==> config.mk <==
export PLATFORM = sky130hd
export DESIGN_NAME = card_lock_unlock_control
export DESIGN_NICKNAME = d
export VERILOG_FILES = /design/src/core/card_lock_pkg.sv /design/src/core/pin_sync.sv /design/src/core/card_lock_unlock_control.sv
export SDC_FILE = /design/constraint.sdc
export NUM_CORES = 1
export LEC_CHECK = 0
export BUFFER_PORTS_ARGS = -buffer_cell sky130_fd_sc_hd__buf_2
export CAP_MARGIN = 15
export CORE_MARGIN = 10
export CORE_UTILIZATION = 50
export CTS_CLUSTER_SIZE = 28
export DETAILED_ROUTE_END_ITERATION = 6
export PLACE_DENSITY = 0.86
export SYNTH_ARGS = -nofsm -noshare
export SYNTH_HDL_FRONTEND = slang
export SYNTH_SLANG_ARGS = --single-unit
==> constraint.sdc <==
create_clock -name clk_in -period 1.9 [get_ports clk_in]
set_input_delay 0.38 -clock clk_in [delete_from_list [all_inputs] [get_ports clk_in]]
set_output_delay 0.38 -clock clk_in [all_outputs]
set_load 0.02 [all_outputs]
==> src/core/card_lock_pkg.sv <==
// What this block does
// - lock parameter byte: bit3 erase, bit2 lock, bit1 clear password, bit0 set password
// - lock state shows in status bit 25, failed lock operation in bit 24
// - erase request with any other request bit set is rejected with error
// - revision 1.10 build must use type 2; revision 1.01 may use either
// - type 2: codes 0011b, 0111b, 0110b and undefined codes end in error
// - type 1: 0011b runs as 0001b, 0111b as 0101b, 0110b as 0010b
// - type 2: erase under permanent protection fails, lock stays, error set
// - type 1: erase wins, sets permanent protection, unlocks after erase ends
// - type 2: successful erase clears temporary and group write protection
// - type 1: erase leaves temporary and group protection for host to clear
// - clear password 0010/0110 on empty password: type 2 error, type 1 none
// - without permanent protection, erase of locked card unlocks, error stays 0
// - forced erase covers the user area only, secure area kept
// - card stays locked through the erase, unlocks once erase has finished
// - temporary and group protection held until the erase has finished
// - erase errors do not stop the forced erase
// - bus width command refused while locked, accepted in any width unlocked
// - width stays as it was while locked, reset command returns 1-bit
// - locked: only basic, lock class, block length and ACMD41 accepted
// - locked: all other commands answer as illegal command
// - lock flag appears in responses to select and status commands
package card_lock_pkg;
  localparam int STATUS_W = 32;
  localparam int BIT_LOCKED = 25;
  localparam int BIT_LOCK_ERR = 24;
  localparam int BIT_ILLEGAL = 22;
  localparam int BIT_APP_CMD = 5;
  localparam int PARAM_ERASE = 3;
  localparam int PARAM_LOCK = 2;
  localparam int PARAM_CLR = 1;
  localparam int PARAM_SET = 0;
  localparam logic [3:0] CODE_ERASE = 4'h8;
  localparam logic [3:0] CODE_LOCK = 4'h4;
  localparam logic [3:0] CODE_SET_LOCK = 4'h5;
  localparam logic [3:0] CODE_CLR = 4'h2;
  localparam logic [3:0] CODE_SET = 4'h1;
  localparam logic [3:0] CODE_UNLOCK = 4'h0;
  localparam logic [3:0] CODE_T1_SET = 4'h3;
  localparam logic [3:0] CODE_T1_SET_LOCK = 4'h7;
  localparam logic [3:0] CODE_T1_CLR = 4'h6;
  localparam logic [5:0] CMD_RESET = 6'h00;
  localparam logic [5:0] CMD_ALL_CID = 6'h02;
  localparam logic [5:0] CMD_REL_ADDR = 6'h03;
  localparam logic [5:0] CMD_SET_DSR = 6'h04;
  localparam logic [5:0] CMD_SELECT = 6'h07;
  localparam logic [5:0] CMD_SEND_CSD = 6'h09;
  localparam logic [5:0] CMD_SEND_CID = 6'h0a;
  localparam logic [5:0] CMD_STOP = 6'h0c;
  localparam logic [5:0] CMD_STATUS = 6'h0d;
  localparam logic [5:0] CMD_INACTIVE = 6'h0f;
  localparam logic [5:0] CMD_BLOCK_LEN = 6'h10;
  localparam logic [5:0] CMD_LOCK = 6'h2a;
  localparam logic [5:0] CMD_APP = 6'h37;
  localparam logic [5:0] ACMD_BUS_WIDTH = 6'h06;
  localparam logic [5:0] ACMD_OP_COND = 6'h29;
  localparam logic RST_LOCK = 1'b0;
  localparam logic RST_WIDTH4 = 1'b0;
  localparam int SYNC_W = 16;
  typedef enum logic [1:0] {
    ST_IDLE = 2'b01,
    ST_ERASE = 2'b10
  } erase_state_e;
endpackage

==> src/core/pin_sync.sv <==
module pin_sync #(
  parameter int WIDTH = 1
) (
  input wire logic clk_in,
  input wire logic rst_in,
  input wire logic [WIDTH-1:0] async_in,
  output logic [WIDTH-1:0] sync_out
);
  if (WIDTH < 1) begin : bad_width
    $error("pin_sync width must be at least one");
  end

  logic [WIDTH-1:0] meta_q;

  // first stage feeds only the second
  always_ff @(posedge clk_in) begin
    if (rst_in) begin
      meta_q <= '0;
      sync_out <= '0;
    end else begin
      meta_q <= async_in;
      sync_out <= meta_q;
    end
  end
endmodule // pin_sync

==> src/core/card_lock_unlock_control.sv <==
module card_lock_unlock_control #(
  parameter bit LOCK_TYPE2 = 1'b1,
  parameter bit SPEC_V110 = 1'b1
) (
  input wire logic clk_in,
  input wire logic rst_in,
  input wire logic sd_clk_in,
  input wire logic cmd_strobe_in,
  input wire logic [5:0] cmd_index_in,
  input wire logic bus_width4_arg_in,
  input wire logic param_strobe_in,
  input wire logic [7:0] lock_param_in,
  input wire logic password_exists_in,
  input wire logic password_match_in,
  input wire logic permanent_write_protect_in,
  input wire logic temporary_write_protect_in,
  input wire logic group_write_protect_in,
  input wire logic erase_done_in,
  input wire logic erase_error_in,
  output logic resp_valid_out,
  output logic [card_lock_pkg::STATUS_W-1:0] resp_status_out,
  output logic lock_state_flag_out,
  output logic lock_op_error_flag_out,
  output logic bus_width4_out,
  output logic erase_user_area_out,
  output logic erase_busy_out,
  output logic password_clear_out,
  output logic password_write_out,
  output logic permanent_write_protect_set_out,
  output logic temporary_write_protect_clear_out,
  output logic group_write_protect_clear_out
);
  // fixed at build time only
  if (SPEC_V110 && !LOCK_TYPE2) begin : bad_type
    $error("a revision 1.10 card must use type 2 lock behaviour");
  end

  // remap of legacy parameter codes
  function automatic logic [3:0] lock_code(input logic [3:0] raw, input logic type2);
    logic [3:0] code;
    code = raw;
    if (!type2) begin
      case (raw)
        card_lock_pkg::CODE_T1_SET: code = card_lock_pkg::CODE_SET;
        card_lock_pkg::CODE_T1_SET_LOCK: code = card_lock_pkg::CODE_SET_LOCK;
        card_lock_pkg::CODE_T1_CLR: code = card_lock_pkg::CODE_CLR;
        default: code = raw;
      endcase
    end
    return code;
  endfunction

  // commands a locked card still serves
  function automatic logic locked_ok(input logic [5:0] idx, input logic app);
    logic ok;
    ok = 1'b0;
    if (app) begin
      ok = (idx == card_lock_pkg::ACMD_OP_COND);
    end else begin
      case (idx)
        card_lock_pkg::CMD_RESET,
        card_lock_pkg::CMD_ALL_CID,
        card_lock_pkg::CMD_REL_ADDR,
        card_lock_pkg::CMD_SET_DSR,
        card_lock_pkg::CMD_SELECT,
        card_lock_pkg::CMD_SEND_CSD,
        card_lock_pkg::CMD_SEND_CID,
        card_lock_pkg::CMD_STOP,
        card_lock_pkg::CMD_STATUS,
        card_lock_pkg::CMD_INACTIVE,
        card_lock_pkg::CMD_BLOCK_LEN,
        card_lock_pkg::CMD_LOCK,
        card_lock_pkg::CMD_APP: ok = 1'b1;
        default: ok = 1'b0;
      endcase
    end
    return ok;
  endfunction

  // link pins through two flops
  logic [card_lock_pkg::SYNC_W-1:0] pins_raw;
  logic [card_lock_pkg::SYNC_W-1:0] pins_s;
  assign pins_raw = {sd_clk_in, cmd_strobe_in, cmd_index_in, bus_width4_arg_in,
                     param_strobe_in, lock_param_in[3:0], 2'h0};

  pin_sync #(
    .WIDTH(card_lock_pkg::SYNC_W)
  ) u_sync (
    .clk_in(clk_in),
    .rst_in(rst_in),
    .async_in(pins_raw),
    .sync_out(pins_s)
  );

  logic sd_clk_s;
  logic cmd_strobe_s;
  logic [5:0] cmd_index_s;
  logic width4_arg_s;
  logic param_strobe_s;
  logic [3:0] param_s;
  assign sd_clk_s = pins_s[15];
  assign cmd_strobe_s = pins_s[14];
  assign cmd_index_s = pins_s[13:8];
  assign width4_arg_s = pins_s[7];
  assign param_strobe_s = pins_s[6];
  assign param_s = pins_s[5:2];

  logic sd_clk_prev_q;
  logic sd_rise;
  always_ff @(posedge clk_in) begin
    if (rst_in) begin
      sd_clk_prev_q <= 1'b0;
    end else begin
      sd_clk_prev_q <= sd_clk_s;
    end
  end
  assign sd_rise = sd_clk_s && !sd_clk_prev_q;

  logic cmd_ev;
  logic param_ev;
  assign cmd_ev = sd_rise && cmd_strobe_s;
  assign param_ev = sd_rise && param_strobe_s && !cmd_strobe_s;

  // application prefix tracking
  logic app_q;
  logic is_app;
  assign is_app = app_q;
  always_ff @(posedge clk_in) begin
    if (rst_in) begin
      app_q <= 1'b0;
    end else if (cmd_ev) begin
      app_q <= !app_q && (cmd_index_s == card_lock_pkg::CMD_APP);
    end
  end

  logic init_q;
  logic lock_q;
  logic err_q;
  logic width4_q;
  card_lock_pkg::erase_state_e state_q;
  logic erase_type1_pwp_q;

  logic accept;
  assign accept = cmd_ev && (!lock_q || locked_ok(cmd_index_s, is_app));

  // lock parameter evaluation
  logic [3:0] code;
  logic busy;
  logic r_err;
  logic r_lock;
  logic r_unlock;
  logic r_erase;
  logic r_clr;
  logic r_set;
  logic pw_ok;
  assign code = lock_code(param_s, LOCK_TYPE2);
  assign busy = (state_q == card_lock_pkg::ST_ERASE);
  assign pw_ok = !password_exists_in || password_match_in;

  always_comb begin
    r_err = 1'b0;
    r_lock = 1'b0;
    r_unlock = 1'b0;
    r_erase = 1'b0;
    r_clr = 1'b0;
    r_set = 1'b0;
    case (code)
      card_lock_pkg::CODE_ERASE: begin
        if (!lock_q || !password_exists_in) begin
          r_err = 1'b1;
        end else if (permanent_write_protect_in && LOCK_TYPE2) begin
          r_err = 1'b1;
        end else begin
          r_erase = 1'b1;
        end
      end
      card_lock_pkg::CODE_LOCK: begin
        r_err = lock_q || !password_exists_in || !password_match_in;
        r_lock = !r_err;
      end
      card_lock_pkg::CODE_SET_LOCK: begin
        r_err = !pw_ok;
        r_set = pw_ok;
        r_lock = pw_ok;
      end
      card_lock_pkg::CODE_CLR: begin
        if (!password_exists_in) begin
          r_err = LOCK_TYPE2;
        end else begin
          r_err = !password_match_in;
          r_clr = password_match_in;
          r_unlock = password_match_in;
        end
      end
      card_lock_pkg::CODE_SET: begin
        r_err = !pw_ok;
        r_set = pw_ok;
        r_unlock = pw_ok;
      end
      card_lock_pkg::CODE_UNLOCK: begin
        r_err = !lock_q || !password_exists_in || !password_match_in;
        r_unlock = !r_err;
      end
      default: begin
        r_err = 1'b1;
      end
    endcase
    if (busy) begin
      r_err = 1'b1;
      r_lock = 1'b0;
      r_unlock = 1'b0;
      r_erase = 1'b0;
      r_clr = 1'b0;
      r_set = 1'b0;
    end
  end

  // forced erase sequencer
  logic erase_start;
  logic erase_end;
  assign erase_start = param_ev && r_erase;
  // erase faults are not fatal; the engine destroys failing sectors
  assign erase_end = busy && erase_done_in;

  always_ff @(posedge clk_in) begin
    if (rst_in) begin
      state_q <= card_lock_pkg::ST_IDLE;
      erase_type1_pwp_q <= 1'b0;
    end else begin
      case (state_q)
        card_lock_pkg::ST_IDLE: begin
          if (erase_start) begin
            state_q <= card_lock_pkg::ST_ERASE;
            erase_type1_pwp_q <= permanent_write_protect_in;
          end
        end
        card_lock_pkg::ST_ERASE: begin
          if (erase_end) begin
            state_q <= card_lock_pkg::ST_IDLE;
          end
        end
        default: begin
          state_q <= card_lock_pkg::ST_IDLE;
        end
      endcase
    end
  end

  // lock state, caught from the password store after reset
  always_ff @(posedge clk_in) begin
    if (rst_in) begin
      init_q <= 1'b1;
      lock_q <= card_lock_pkg::RST_LOCK;
    end else if (init_q) begin
      init_q <= 1'b0;
      lock_q <= password_exists_in;
    end else if (erase_end) begin
      lock_q <= 1'b0;
    end else if (param_ev && r_lock) begin
      lock_q <= 1'b1;
    end else if (param_ev && r_unlock) begin
      lock_q <= 1'b0;
    end
  end

  // error flag kept until reported by a later accepted command other than the lock command
  always_ff @(posedge clk_in) begin
    if (rst_in) begin
      err_q <= 1'b0;
    end else if (param_ev) begin
      err_q <= r_err;
    end else if (accept && cmd_index_s != card_lock_pkg::CMD_LOCK) begin
      err_q <= 1'b0;
    end
  end

  // bus width
  always_ff @(posedge clk_in) begin
    if (rst_in) begin
      width4_q <= card_lock_pkg::RST_WIDTH4;
    end else if (accept && !is_app && cmd_index_s == card_lock_pkg::CMD_RESET) begin
      width4_q <= 1'b0;
    end else if (accept && is_app && cmd_index_s == card_lock_pkg::ACMD_BUS_WIDTH) begin
      width4_q <= width4_arg_s;
    end
  end

  // command response with status
  always_ff @(posedge clk_in) begin
    if (rst_in) begin
      resp_valid_out <= 1'b0;
      resp_status_out <= '0;
    end else begin
      resp_valid_out <= cmd_ev;
      if (cmd_ev) begin
        resp_status_out <= '0;
        resp_status_out[card_lock_pkg::BIT_LOCKED] <= lock_q;
        resp_status_out[card_lock_pkg::BIT_LOCK_ERR] <= err_q;
        resp_status_out[card_lock_pkg::BIT_ILLEGAL] <= !accept;
        resp_status_out[card_lock_pkg::BIT_APP_CMD] <= accept && (is_app ||
          cmd_index_s == card_lock_pkg::CMD_APP);
      end
    end
  end

  // single-cycle action pulses toward the storage side
  always_ff @(posedge clk_in) begin
    if (rst_in) begin
      erase_user_area_out <= 1'b0;
      password_clear_out <= 1'b0;
      password_write_out <= 1'b0;
      permanent_write_protect_set_out <= 1'b0;
      temporary_write_protect_clear_out <= 1'b0;
      group_write_protect_clear_out <= 1'b0;
    end else begin
      // erase engine request spares the secure area
      erase_user_area_out <= erase_start;
      password_clear_out <= (param_ev && r_clr) || erase_end;
      password_write_out <= param_ev && r_set;
      permanent_write_protect_set_out <= erase_start && !LOCK_TYPE2 &&
        permanent_write_protect_in;
      temporary_write_protect_clear_out <= erase_end && LOCK_TYPE2 &&
        temporary_write_protect_in;
      group_write_protect_clear_out <= erase_end && LOCK_TYPE2 &&
        group_write_protect_in;
    end
  end

  always_ff @(posedge clk_in) begin
    if (rst_in) begin
      lock_state_flag_out <= 1'b0;
      lock_op_error_flag_out <= 1'b0;
      bus_width4_out <= 1'b0;
      erase_busy_out <= 1'b0;
    end else begin
      lock_state_flag_out <= lock_q;
      lock_op_error_flag_out <= err_q;
      bus_width4_out <= width4_q;
      erase_busy_out <= busy;
    end
  end

  logic unused_ok;
  assign unused_ok = &{1'b0, erase_error_in, erase_type1_pwp_q, lock_param_in[7:4], pins_s[1:0]};
endmodule // card_lock_unlock_control

Word level (Yosys, flattened, before mapping) --
Memories as Yosys holds them, arrays and structs flattened. A register that Yosys moved wholly into a read port is not among the register bits. Index checks and enable logic that the tools add are counted. Widths: inputs -> output; s select.
Cells by class: equal/unequal tests 13, multiplexer cells 30, reductions and logical operators 45
Operators with widths (number):
- $mux 1 | 23
- $logic_and 1x1->1 | 20
- $eq 6x6->1 const B | 2
- $logic_not 1->1 | 10
- $eq 4x3->1 const B | 2
- $logic_or 1x1->1 | 8
- $eq 6x3->1 const B | 1
- $logic_not 6->1 | 1
- $mux 6 | 1
- $ne 6x6->1 const B | 1
- $pmux 1 s5 | 1
- $eq 4x1->1 const B | 1
- $eq 4x2->1 const B | 1
- $eq 4x4->1 const B | 1
- $logic_not 4->1 | 1
- $mux 2 | 2
- $pmux 2 s2 | 1
- $reduce_bool 4->1 | 1
- $reduce_or 2->1 | 2
- $pmux 1 s3 | 1
- $eq 2x1->1 const B | 1
- $eq 2x2->1 const B | 1
- $ne 2x1->1 const B | 1
- $ne 2x2->1 const B | 1
- other kinds (3) | 3
Storage, ports and cells: ROM bits 64, output and inout port bits 43, flip-flop bits (word level) 54, memories 1, bits of input ports 27
Memory list:
- (name not given) | words 64, width 1, read ports 1, clocked after Yosys merged registers in 1, write ports 0, line card_lock_unlock_control.sv:60 | case (idx)

Longest topological paths before layout --
Gate-level depths: netlist of the first run.
depth in word-level cells 11, gate-level depth with buffers 8

Hierarchy --
From an unflattened synthesis of the first run, not the netlist that was laid out.
Second synthesis, totals: cells, all modules 230, area total of the unflattened synthesis 2267.2 sq um
By module, submodules not included:
- card_lock_unlock_control | cells an instance 163, instances 1, area an instance 1403.8 sq um, sequential area each 440.4 sq um
- pin_sync | cells an instance 67, instances 1, area an instance 863.3 sq um, sequential area each 640.6 sq um

Worst setup path before layout of the first run --
No wires, ideal clock.
path kind input -> register, from input port rst_in, to register (tool-made name), path slack 0.348 ns, data required time 1.825 ns, arrival 1.477 ns, cell stages on the path 6, setup time 0.075 ns, path through clkbuf_1 > nand2b_1 > ha_1 > o31ai_1 > a22oi_1 > o22ai_1
RTL lines:
- start: declaration | line card_lock_unlock_control.sv:6 | input wire logic rst_in,

Worst setup path after layout of the first run --
from register u_sync.sync_out[10], to register width4_q
On the way: longest elaborated chain between the ends 7, elaborated cells on any way between the ends 11, those cells by class eq/ne (2); mux (1); reduce/logical (8)
Ends and longest elaborated chain:
- start: declaration | line pin_sync.sv:7 | output logic [WIDTH-1:0] sync_out
- start signal: assignment | line pin_sync.sv:22 | sync_out <= meta_q;
- $eq 6x6->1 | line card_lock_unlock_control.sv:58 | ok = (idx == card_lock_pkg::ACMD_OP_COND);
- $mux 1 | line card_lock_unlock_control.sv:57 | if (app) begin
- $logic_or 1x1->1 | line card_lock_unlock_control.sv:144 | assign accept = cmd_ev && (!lock_q || locked_ok(cmd_index_s, is_app));
- $logic_and 1x1->1 | line card_lock_unlock_control.sv:144
- $logic_and 1x1->1 (2 in series) | line card_lock_unlock_control.sv:281 | end else if (accept && !is_app && cmd_index_s == card_lock_pkg::CMD_RESET) begin
- $reduce_or 2->1 (no source line)
- end signal: assignment | line card_lock_unlock_control.sv:280 | width4_q <= card_lock_pkg::RST_WIDTH4;
- end signal: assignment | line card_lock_unlock_control.sv:284 | width4_q <= width4_arg_s;
- end: declaration | line card_lock_unlock_control.sv:139 | logic width4_q;
Parallel ways exist; a longest one is shown, timed or not. A chain may end at the register's enable or synchronous reset.

==> results.sh, run 1 <==
export IMPL_outcome="completed"
export IMPL_crit_family="simple AND/OR/NAND/NOR gates"
export IMPL_switching_share=0.214
export IMPL_wl_per_cell_um=12.0
export IMPL_setup_worst_path_start="u_sync.sync_out[10]"
export IMPL_hpwl_mm=2.81
export IMPL_clock_tree_root_cell="clkbuf_8"
export IMPL_critPathMaxStageDelay_ns=0.50
export IMPL_ff2ff_setup_slack_ns=0.30
export IMPL_gp_congestion=0.780
export IMPL_cp_buffers_inverters=0
export IMPL_pre_cts_ws_ns=0.266
export IMPL_required_ns=2.14
export IMPL_antenna_found_initial=0
export IMPL_drtIter0Drc=100
export IMPL_p_int_mw=1.69
export IMPL_drv_cap=0
export IMPL_die_w_um=85.1
export IMPL_via_per_inst=4.67
export IMPL_seq_area_frac_synth=0.482
export IMPL_cts_hold_buf=0
export IMPL_synth_seq_cells=51
export IMPL_seqPwrFrac=0.523
export IMPL_leakagePower_nw=1.10
export IMPL_avgSynthCellArea_um2=10.0
export IMPL_numCtsBuffers=5
export IMPL_grt_total_usage=0.0978
export IMPL_syn_area_um2=2120
export IMPL_cp_slowest_cell="or4_1"
export IMPL_final_cell_mix="51 x dfxtp_1, 35 x buf_2, 32 x nor2b_1"
export IMPL_powerDensity_nw_per_um2=910
export IMPL_power_mw=2.15
export IMPL_reg2reg_from="u_sync.sync_out[10]"
export IMPL_synth_top_area_cell="dfxtp_1"
export IMPL_die_h_um=85.1
export IMPL_path_clk_slew_ns=0.09
export IMPL_cts_tree="yes"
export IMPL_io_buffers=35
export IMPL_crit_path_max_fanout=5
export IMPL_firstDrtPassIters=4
export IMPL_syn2layout_area_growth_pct=11.8
export IMPL_diodes=0
export IMPL_drc=0
export IMPL_crit_chain="nand4bb_4, o311a_4, or4_1, nand3_1"
export IMPL_core_area_um2=4060
export IMPL_wl_mm=3.61
export IMPL_ios=70
export IMPL_postRouteAntennaNets=0
export IMPL_worstSetupPathType="flip-flop to flip-flop"
export IMPL_post_route_cells_drive_above_1_share=0.220
export IMPL_p_sw_uw=460
export IMPL_synth_edf_count=0
export IMPL_final_common_cell="dfxtp_1"
export IMPL_clkPwrFrac=0.396
export IMPL_synth_top_area_frac=0.482
export IMPL_post_cts_buffers=0
export IMPL_end_kind="flip-flop"
export IMPL_comb_power_share=0.081
export IMPL_endpoint="width4_q"
export IMPL_clock_sinks=51
export IMPL_yosysUniqueCellTypes=47
export IMPL_start_kind="flip-flop"
export IMPL_cp_arrival_ns=1.84
export IMPL_finalCritPeriodShare=0.844
export IMPL_grt_pass1_vias=1427
export IMPL_start_util=0.522
export IMPL_vias=1400
export IMPL_tns_ns=0
export IMPL_ys_warn_count=0
export IMPL_worstSetupPathDepth=4
export IMPL_peakVddDrop_v=0.000541
export IMPL_hold_path_class="input port to flip-flop"
export IMPL_grt_pass1_wl_mm=6.07
export IMPL_grt_overflow=0
export IMPL_clk_path_buf_depth=2
export IMPL_timing_rr_end="width4_q"
export IMPL_final_nets=280
export IMPL_synthArstFlopShare=0
export IMPL_std_cell_rows=23
export IMPL_period_minus_slack_ns=1.60
export IMPL_setup_slack_ns=0.297
export IMPL_report_final_slew_viol_count=0
export IMPL_htree_levels=2
export IMPL_dieArea_um2=7240
export IMPL_rsz0062_at_grt="no"
export IMPL_final_hold_viol_count=0
export IMPL_ys_top_cells_by_area="dfxtp_1 48%, buf_4 10%, nor2b_1 9.5%"
export IMPL_synthFlopType="dfxtp_1"
export IMPL_worstRegToRegCells=4
export IMPL_synthCells=211
export IMPL_grt_max_degree=30
export IMPL_cts_resized=0
export IMPL_setup_violations=0
export IMPL_insertion_delay_ns=0.29
export IMPL_finClkSkew_ns=0.00313
export IMPL_timing_fmax_mhz=624
## cells in the mapped netlist, types with 4 or more instances
| library cell | n |
|---|---|
| nand3_1 | 4 |
| dfxtp_1 | 51 |
| a31oi_1 | 5 |
| inv_1 | 6 |
| ha_1 | 4 |
| nor2_1 | 12 |
| nand2b_1 | 4 |
| buf_4 | 29 |
| nor2b_1 | 32 |
| nor3_1 | 6 |
| mux2i_1 | 4 |
| nand2_1 | 5 |
## cells by family (layout without fill, tap and decap cells)
kind of cell / after synthesis / after routing / synth area share
adders and majority gates: 4 / 4 / 0.0236
xor gates and xnor gates: 1 / 1 / 0.00414
and+or+nand+nor: 87 / 87 / 0.261
DFF: 51 / 51 / 0.482
muxes: 5 / 5 / 0.0242
other: 1 / 29 / 0.00177
buffers and inverters: 40 / 51 / 0.126
AOI/OAI and AO/OA: 22 / 22 / 0.0768
## flip-flops by register name, indices dropped and copies added, names as in the netlist, named ones only
register	flops
erase_user_area_out	1
bus_width4_out	1
state_q	2
temporary_write_protect_clear_out	1
lock_q	1
password_clear_out	1
u_sync.meta_q	14
lock_op_error_flag_out	1
erase_busy_out	1
password_write_out	1
width4_q	1
sd_clk_prev_q	1
err_q	1
group_write_protect_clear_out	1
u_sync.sync_out	14
resp_valid_out	1
resp_status_out	4
init_q	1
lock_state_flag_out	1
app_q	1
## metal layers
metal / up-vias / global-route usage / routed length [um] / share of wire
met4: 0 / 0.0269 / 0 / 0
met2: 47 / 0.163 / 1700 / 0.47
met3: 0 / 0.0449 / 260 / 0.072
met1: 614 / 0.109 / 1650 / 0.46
met5: - / 0 / 0 / 0
li1: 739 / - / - / -
## worst register-to-register path, cell delays in order (launching register included)
cell and delay (ns):
dfxtp_1 0.35, nand4bb_4 0.21, o311a_4 0.40, or4_1 0.50, nand3_1 0.09
## through the flow
stage,utilization,hold slack [ns],area (um2),instances
after CTS,0.583,0.283,2370,300
after global placement,0.550,0.417,2230,292
final,0.583,0.292,2370,300
after global routing,0.583,0.286,2370,300
after floorplan,-,0.408,2220,239
after detailed placement,0.550,0.422,2230,292
## cell type report
type	instances	area, um2
multi-input combinational	148	935
clock buffer	5	68.8
tap	50	62.6
clock inverter	3	67.6
timing repair buffer	37	190
fill	377	1690
sequential	51	1020
inverter	6	22.5
## how the worst min path moves through the flow
stage | start | endpoint | cells past startpoint
2_1_floorplan | rst_in | init_q | 0
3_3_place_gp | u_sync.meta_q[3] | u_sync.sync_out[3] | 1
3_5_place_dp | u_sync.meta_q[7] | u_sync.sync_out[7] | 1
4_1_cts | cmd_index_in[4] | u_sync.meta_q[12] | 2
5_1_grt | cmd_index_in[1] | u_sync.meta_q[9] | 2
6_report | cmd_index_in[1] | u_sync.meta_q[9] | 2
## power groups by stage
stage	Sequential [mW]	Clock, mW	Combinational, mW
global placement	1.15	0	0.167
finish	1.13	0.852	0.174
global route	1.13	0.914	0.193
CTS	1.13	0.877	0.171
floorplan	1.15	0	0.180
detailed placement	1.15	0	0.171
(Power assumes the default switching activity.)
==> run 2: changes to the inputs <==
clock period = 1.5 ns   (was 1.9 ns; I/O delays follow)
==> run 2 against run 1 <==
Core utilization grew 2.1 points; largest power group unchanged; maximum frequency grew 11%; non-clock buffer count grew 13; worst hold slack lost 0.097 ns; clock skew grew 0.0043 ns; routed wire length grew 10%; clock-buffer cell count grew 2; cell area grew 3.6%; largest cell class unchanged; first-iteration DRC count grew 12%.
==> results.sh, run 2 (synthesis results as in run 1) <==
export IMPL_cp_arrival_ns=1.68
export IMPL_worst_hold_slack_ns=0.195
export IMPL_wl_per_cell_um=12.7
export IMPL_end_kind="flip-flop"
export IMPL_htree_levels=2
export IMPL_placed_area_um2=2330
export IMPL_final_common_cell="dfxtp_1"
export IMPL_final_area_um2=2450
export IMPL_reg2reg_from="u_sync.sync_out[12]"
export IMPL_postRouteAntennaNets=0
export IMPL_std_cell_rows=23
export IMPL_antenna_found_initial=0
export IMPL_rsz0062_at_grt="no"
export IMPL_grt_busiest_layer="met2"
export IMPL_vias=1472
export IMPL_finalCritPeriodShare=0.962
export IMPL_firstDrtPassIters=4
export IMPL_insertion_delay_ns=0.30
export IMPL_final_hold_viol_count=0
export IMPL_diodes=0
export IMPL_wl_mm=3.98
export IMPL_grt_use_met1=0.111
export IMPL_ios=70
export IMPL_grt_pass1_wl_mm=6.62
export IMPL_die_w_um=85.1
export IMPL_die_h_um=85.1
export IMPL_outcome="completed"
export IMPL_numCtsBuffers=5
export IMPL_hpwl_mm=3.10
export IMPL_gp_congestion=0.796
export IMPL_grt_pass1_vias=1539
export IMPL_dp_cells=305
export IMPL_via_per_inst=4.70
export IMPL_report_final_slew_viol_count=0
export IMPL_peakVddDrop_v=0.000545
export IMPL_crit_chain="nand4bb_4, o311a_4, or3_4, a21oi_2"
export IMPL_setup_worst_path_start="u_sync.sync_out[12]"
export IMPL_hold_depth=2
export IMPL_grt_overflow=0
export IMPL_grt_total_usage=0.110
export IMPL_required_ns=1.74
export IMPL_core_area_um2=4060
export IMPL_powerDensity_nw_per_um2=1020
export IMPL_cp_slowest_cell="or3_4"
export IMPL_grt_max_degree=19
export IMPL_period_minus_slack_ns=1.44
export IMPL_final_cell_mix="50 x dfxtp_1, 35 x buf_2, 32 x nor2b_1"
export IMPL_gr_usage_met2=0.192
export IMPL_cts_tree="yes"
export IMPL_largest_registers="u_sync.meta_q x14, u_sync.sync_out x14, resp_status_out x4"
export IMPL_layout_cells_non_filler=313
export IMPL_io_buffers=35
export IMPL_post_route_cells_drive_above_1_share=0.278
export IMPL_setup_violations=0
export IMPL_ff2ff_setup_slack_ns=0.06
export IMPL_dieArea_um2=7240
export IMPL_clock_sinks=51
export IMPL_leakagePower_nw=1.16
export IMPL_critPathMaxStageDelay_ns=0.37
export IMPL_hold_path_class="input port to flip-flop"
export IMPL_final_util=0.605
export IMPL_worstRegToRegCells=4
export IMPL_worstSetupPathType="flip-flop to flip-flop"
export IMPL_clk_path_buf_depth=2
export IMPL_min_from="cmd_index_in[4]"
export IMPL_final_nets=293
export IMPL_clock_tree_root_cell="clkbuf_8"
export IMPL_timing_fmax_mhz=693
export IMPL_drc=0
export IMPL_path_clk_slew_ns=0.09
export IMPL_syn2layout_area_growth_pct=15.9
export IMPL_met3_usage=0.0478
export IMPL_drtIter0Drc=112
export IMPL_finClkSkew_ns=0.00743
export IMPL_start_util=0.522
export IMPL_drv_cap=0
export IMPL_start_kind="flip-flop"
export IMPL_crit_path_max_fanout=4
## run 2: cell count changes in the layout (fill, tap and decap cells not counted), sizes merged
cell    previous run  this run
clkbuf             5         7
bufinv             2         0
buf               37        50
## run 2: report_power, final
group	internal (mW)	switching [mW]	total, mW
logic	0.0980	0.146	0.244
clock network	0.419	0.425	0.844
registers	1.40	0.0286	1.43
## run 2: worst paths after layout
path                                      endpoint
worst max register to register  resp_status_out[5]
worst max-delay path            resp_status_out[5]
worst min-delay path             u_sync.meta_q[12]
worst min register to register  u_sync.sync_out[4]
## run 2: metrics by stage
step                setup TNS [ns]  power [mW]  setup WS [ns]
finish                           0        2.51         0.0575
global route                     0        2.61        0.00321
detailed placement         -0.0275        1.70        -0.0144
global placement                 0        1.69         0.0181
CTS                       -0.00994        2.53       -0.00994
floorplan                        0        1.68         0.0282
## run 2: critical path: cells and delay by family, from the launching register on
| kind | cells | cell delay (ns) |
|---|---|---|
| AOI/OAI and AO/OA | 2 | 0.45 |
| DFF | 1 | 0.33 |
| and+or+nand+nor | 2 | 0.59 |
## run 2: final cells by class
| type | count | area, um2 |
|---|---|---|
| sequential | 51 | 1020 |
| timing repair buffer | 50 | 288 |
| multi-input combinational | 148 | 955 |
| inverter | 6 | 22.5 |
| clock inverter | 1 | 7.51 |
| fill | 351 | 1600 |
| clock buffer | 7 | 96.3 |
| tap | 50 | 62.6 |
## run 2: repair_timing
action                                  4_1_cts  5_1_grt
pin swaps                                     3        3
hold buffers                                  0        0
endpoints found under the setup margin        1        5
buffers inserted                              0        0
gates resized for setup                       1        4
## run 2: metal layers
metal	share of wire	vias up
li1	-	762
met1	0.42	651
met2	0.48	53
met3	0.076	6
met4	0.016	0
met5	0	-
==> run 3: changes to the inputs <==
MAX_ROUTING_LAYER = met4   (was default)
==> run 3 against run 2 <==
First-iteration DRC count unchanged; sequential share of layout area unchanged; core utilization unchanged; combinational power about the same; power barely moved; via count decreased by 0.14%; non-clock buffer count is the same; global-route usage increased by 0.32 points; clock skew about the same; cell area did not move; worst setup slack better by 0.0054 ns; highest routed layer unchanged.
==> results.sh, run 3 (synthesis results as in run 1) <==
export IMPL_tns_ns=0
export IMPL_placed_area_um2=2330
export IMPL_whs_endpoint="u_sync.meta_q[12]"
export IMPL_cts_tree="yes"
export IMPL_core_area_um2=4060
export IMPL_final_nets=293
export IMPL_grt_overflow=0
export IMPL_post_cts_buffers=0
export IMPL_post_route_cells_drive_above_1_share=0.278
export IMPL_drtIter0Drc=112
export IMPL_worst_hold_slack_ns=0.195
export IMPL_reg2reg_from="u_sync.sync_out[11]"
export IMPL_postRouteAntennaNets=0
export IMPL_hpwl_mm=3.10
export IMPL_finClkSkew_ns=0.00734
export IMPL_setup_slack_ns=0.0629
export IMPL_powerDensity_nw_per_um2=1020
export IMPL_worstRegToRegCells=4
export IMPL_grt_max_degree=19
export IMPL_ios=70
export IMPL_htree_levels=2
export IMPL_start_kind="flip-flop"
export IMPL_die_h_um=85.1
export IMPL_std_cell_rows=23
export IMPL_hold_depth=2
export IMPL_report_final_slew_viol_count=0
export IMPL_io_buffers=35
export IMPL_antenna_found_initial=0
export IMPL_finalCritPeriodShare=0.958
export IMPL_outcome="completed"
export IMPL_setup_violations=0
export IMPL_drv_cap=0
export IMPL_min_from="cmd_index_in[4]"
export IMPL_numCtsBuffers=5
export IMPL_end_kind="flip-flop"
export IMPL_hold_path_class="input port to flip-flop"
export IMPL_drc=0
export IMPL_dp_cells=305
export IMPL_leakagePower_nw=1.16
export IMPL_dieArea_um2=7240
export IMPL_layout_cells_non_filler=313
export IMPL_required_ns=1.74
export IMPL_firstDrtPassIters=4
export IMPL_die_w_um=85.1
export IMPL_ff2ff_setup_slack_ns=0.06
export IMPL_period_minus_slack_ns=1.44
export IMPL_syn2layout_area_growth_pct=15.9
export IMPL_final_hold_viol_count=0
export IMPL_pre_cts_ws_ns=-0.0144
export IMPL_clock_tree_root_cell="clkbuf_8"
export IMPL_crit_path_max_fanout=4
export IMPL_vias=1470
export IMPL_clk_path_buf_depth=2
export IMPL_path_clk_slew_ns=0.09
export IMPL_wl_mm=3.97
export IMPL_grt_total_usage=0.113
export IMPL_diodes=0
export IMPL_gp_congestion=0.808
export IMPL_final_cell_mix="50 x dfxtp_1, 35 x buf_2, 32 x nor2b_1"
export IMPL_cp_arrival_ns=1.68
export IMPL_peakVddDrop_v=0.000545
export IMPL_rsz0062_at_grt="no"
export IMPL_final_common_cell="dfxtp_1"
export IMPL_wl_per_cell_um=12.7
export IMPL_via_per_inst=4.70
export IMPL_start_util=0.522
export IMPL_insertion_delay_ns=0.30
export IMPL_grt_pass1_vias=1542
export IMPL_largest_registers="u_sync.meta_q x14, u_sync.sync_out x14, resp_status_out x4"
export IMPL_clock_sinks=51
export IMPL_grt_pass1_wl_mm=6.62
export IMPL_final_area_um2=2450
export IMPL_cts_hold_buf=0
export IMPL_worstSetupPathType="flip-flop to flip-flop"
export IMPL_timing_rr_end="resp_status_out[5]"
export IMPL_timing_fmax_mhz=696
==> run 3: worst max-delay path: stages, from the launching register on <==
cell and delay, ns:
dfxtp_1 0.42, nand4bb_4 0.13, o311a_4 0.34, or3_4 0.37, a21oi_2 0.11
==> run 3: how the worst max path moves through the flow <==
| stage | startpoint | end | slack, ns |
|---|---|---|---|
| 4_1_cts | u_sync.sync_out[12] | resp_status_out[5] | -0.01 |
| 3_3_place_gp | u_sync.sync_out[12] | width4_q | 0.02 |
| 2_1_floorplan | rst_in | flip-flop | 0.03 |
| 3_5_place_dp | u_sync.sync_out[12] | width4_q | -0.01 |
| 6_report | u_sync.sync_out[11] | resp_status_out[5] | 0.06 |
| 5_1_grt | u_sync.sync_out[11] | resp_status_out[5] | 0.003 |
==> run 3: per-stage QoR <==
step                      power, mW   util
after floorplan                1.68      -
after global placement         1.69  0.574
after detailed placement       1.70  0.574
after CTS                      2.53  0.600
after global routing           2.61  0.605
final                          2.51  0.605
==> run 3: what timing repair did <==
item	in CTS	in global routing
setup endpoints to repair	1	5
endpoints found under the hold margin	0	0
resized for setup	1	4
pin swaps	3	3
gates cloned	0	0
==> run 3: routing by layer <==
layer  global-route usage  part of all wire  vias to the layer above  wire length [um]
met5                    -                 0                        -                 0
met1                0.111              0.43                      644              1700
met2                0.192              0.48                       58              1900
met4               0.0509             0.016                        0                62
met3               0.0468             0.077                        6               306
li1                     -                 -                      762                 -
==> run 3: layout make-up <==
| class | count | area, um2 |
|---|---|---|
| inverters | 6 | 22.5 |
| fillers | 351 | 1600 |
| well taps | 50 | 62.6 |
| repair buffers | 50 | 288 |
| multi-input cells | 148 | 955 |
| clock inverters | 1 | 7.51 |
| flip-flops and latches | 51 | 1020 |
| clock buffers | 7 | 96.3 |
==> run 3: report_power, final <==
part           leakage, nW  internal [mW]  switching [mW]
Clock               0.0505          0.419           0.425
Combinational        0.692         0.0980           0.146
Sequential           0.419           1.40          0.0285
Total                 1.16           1.92           0.599
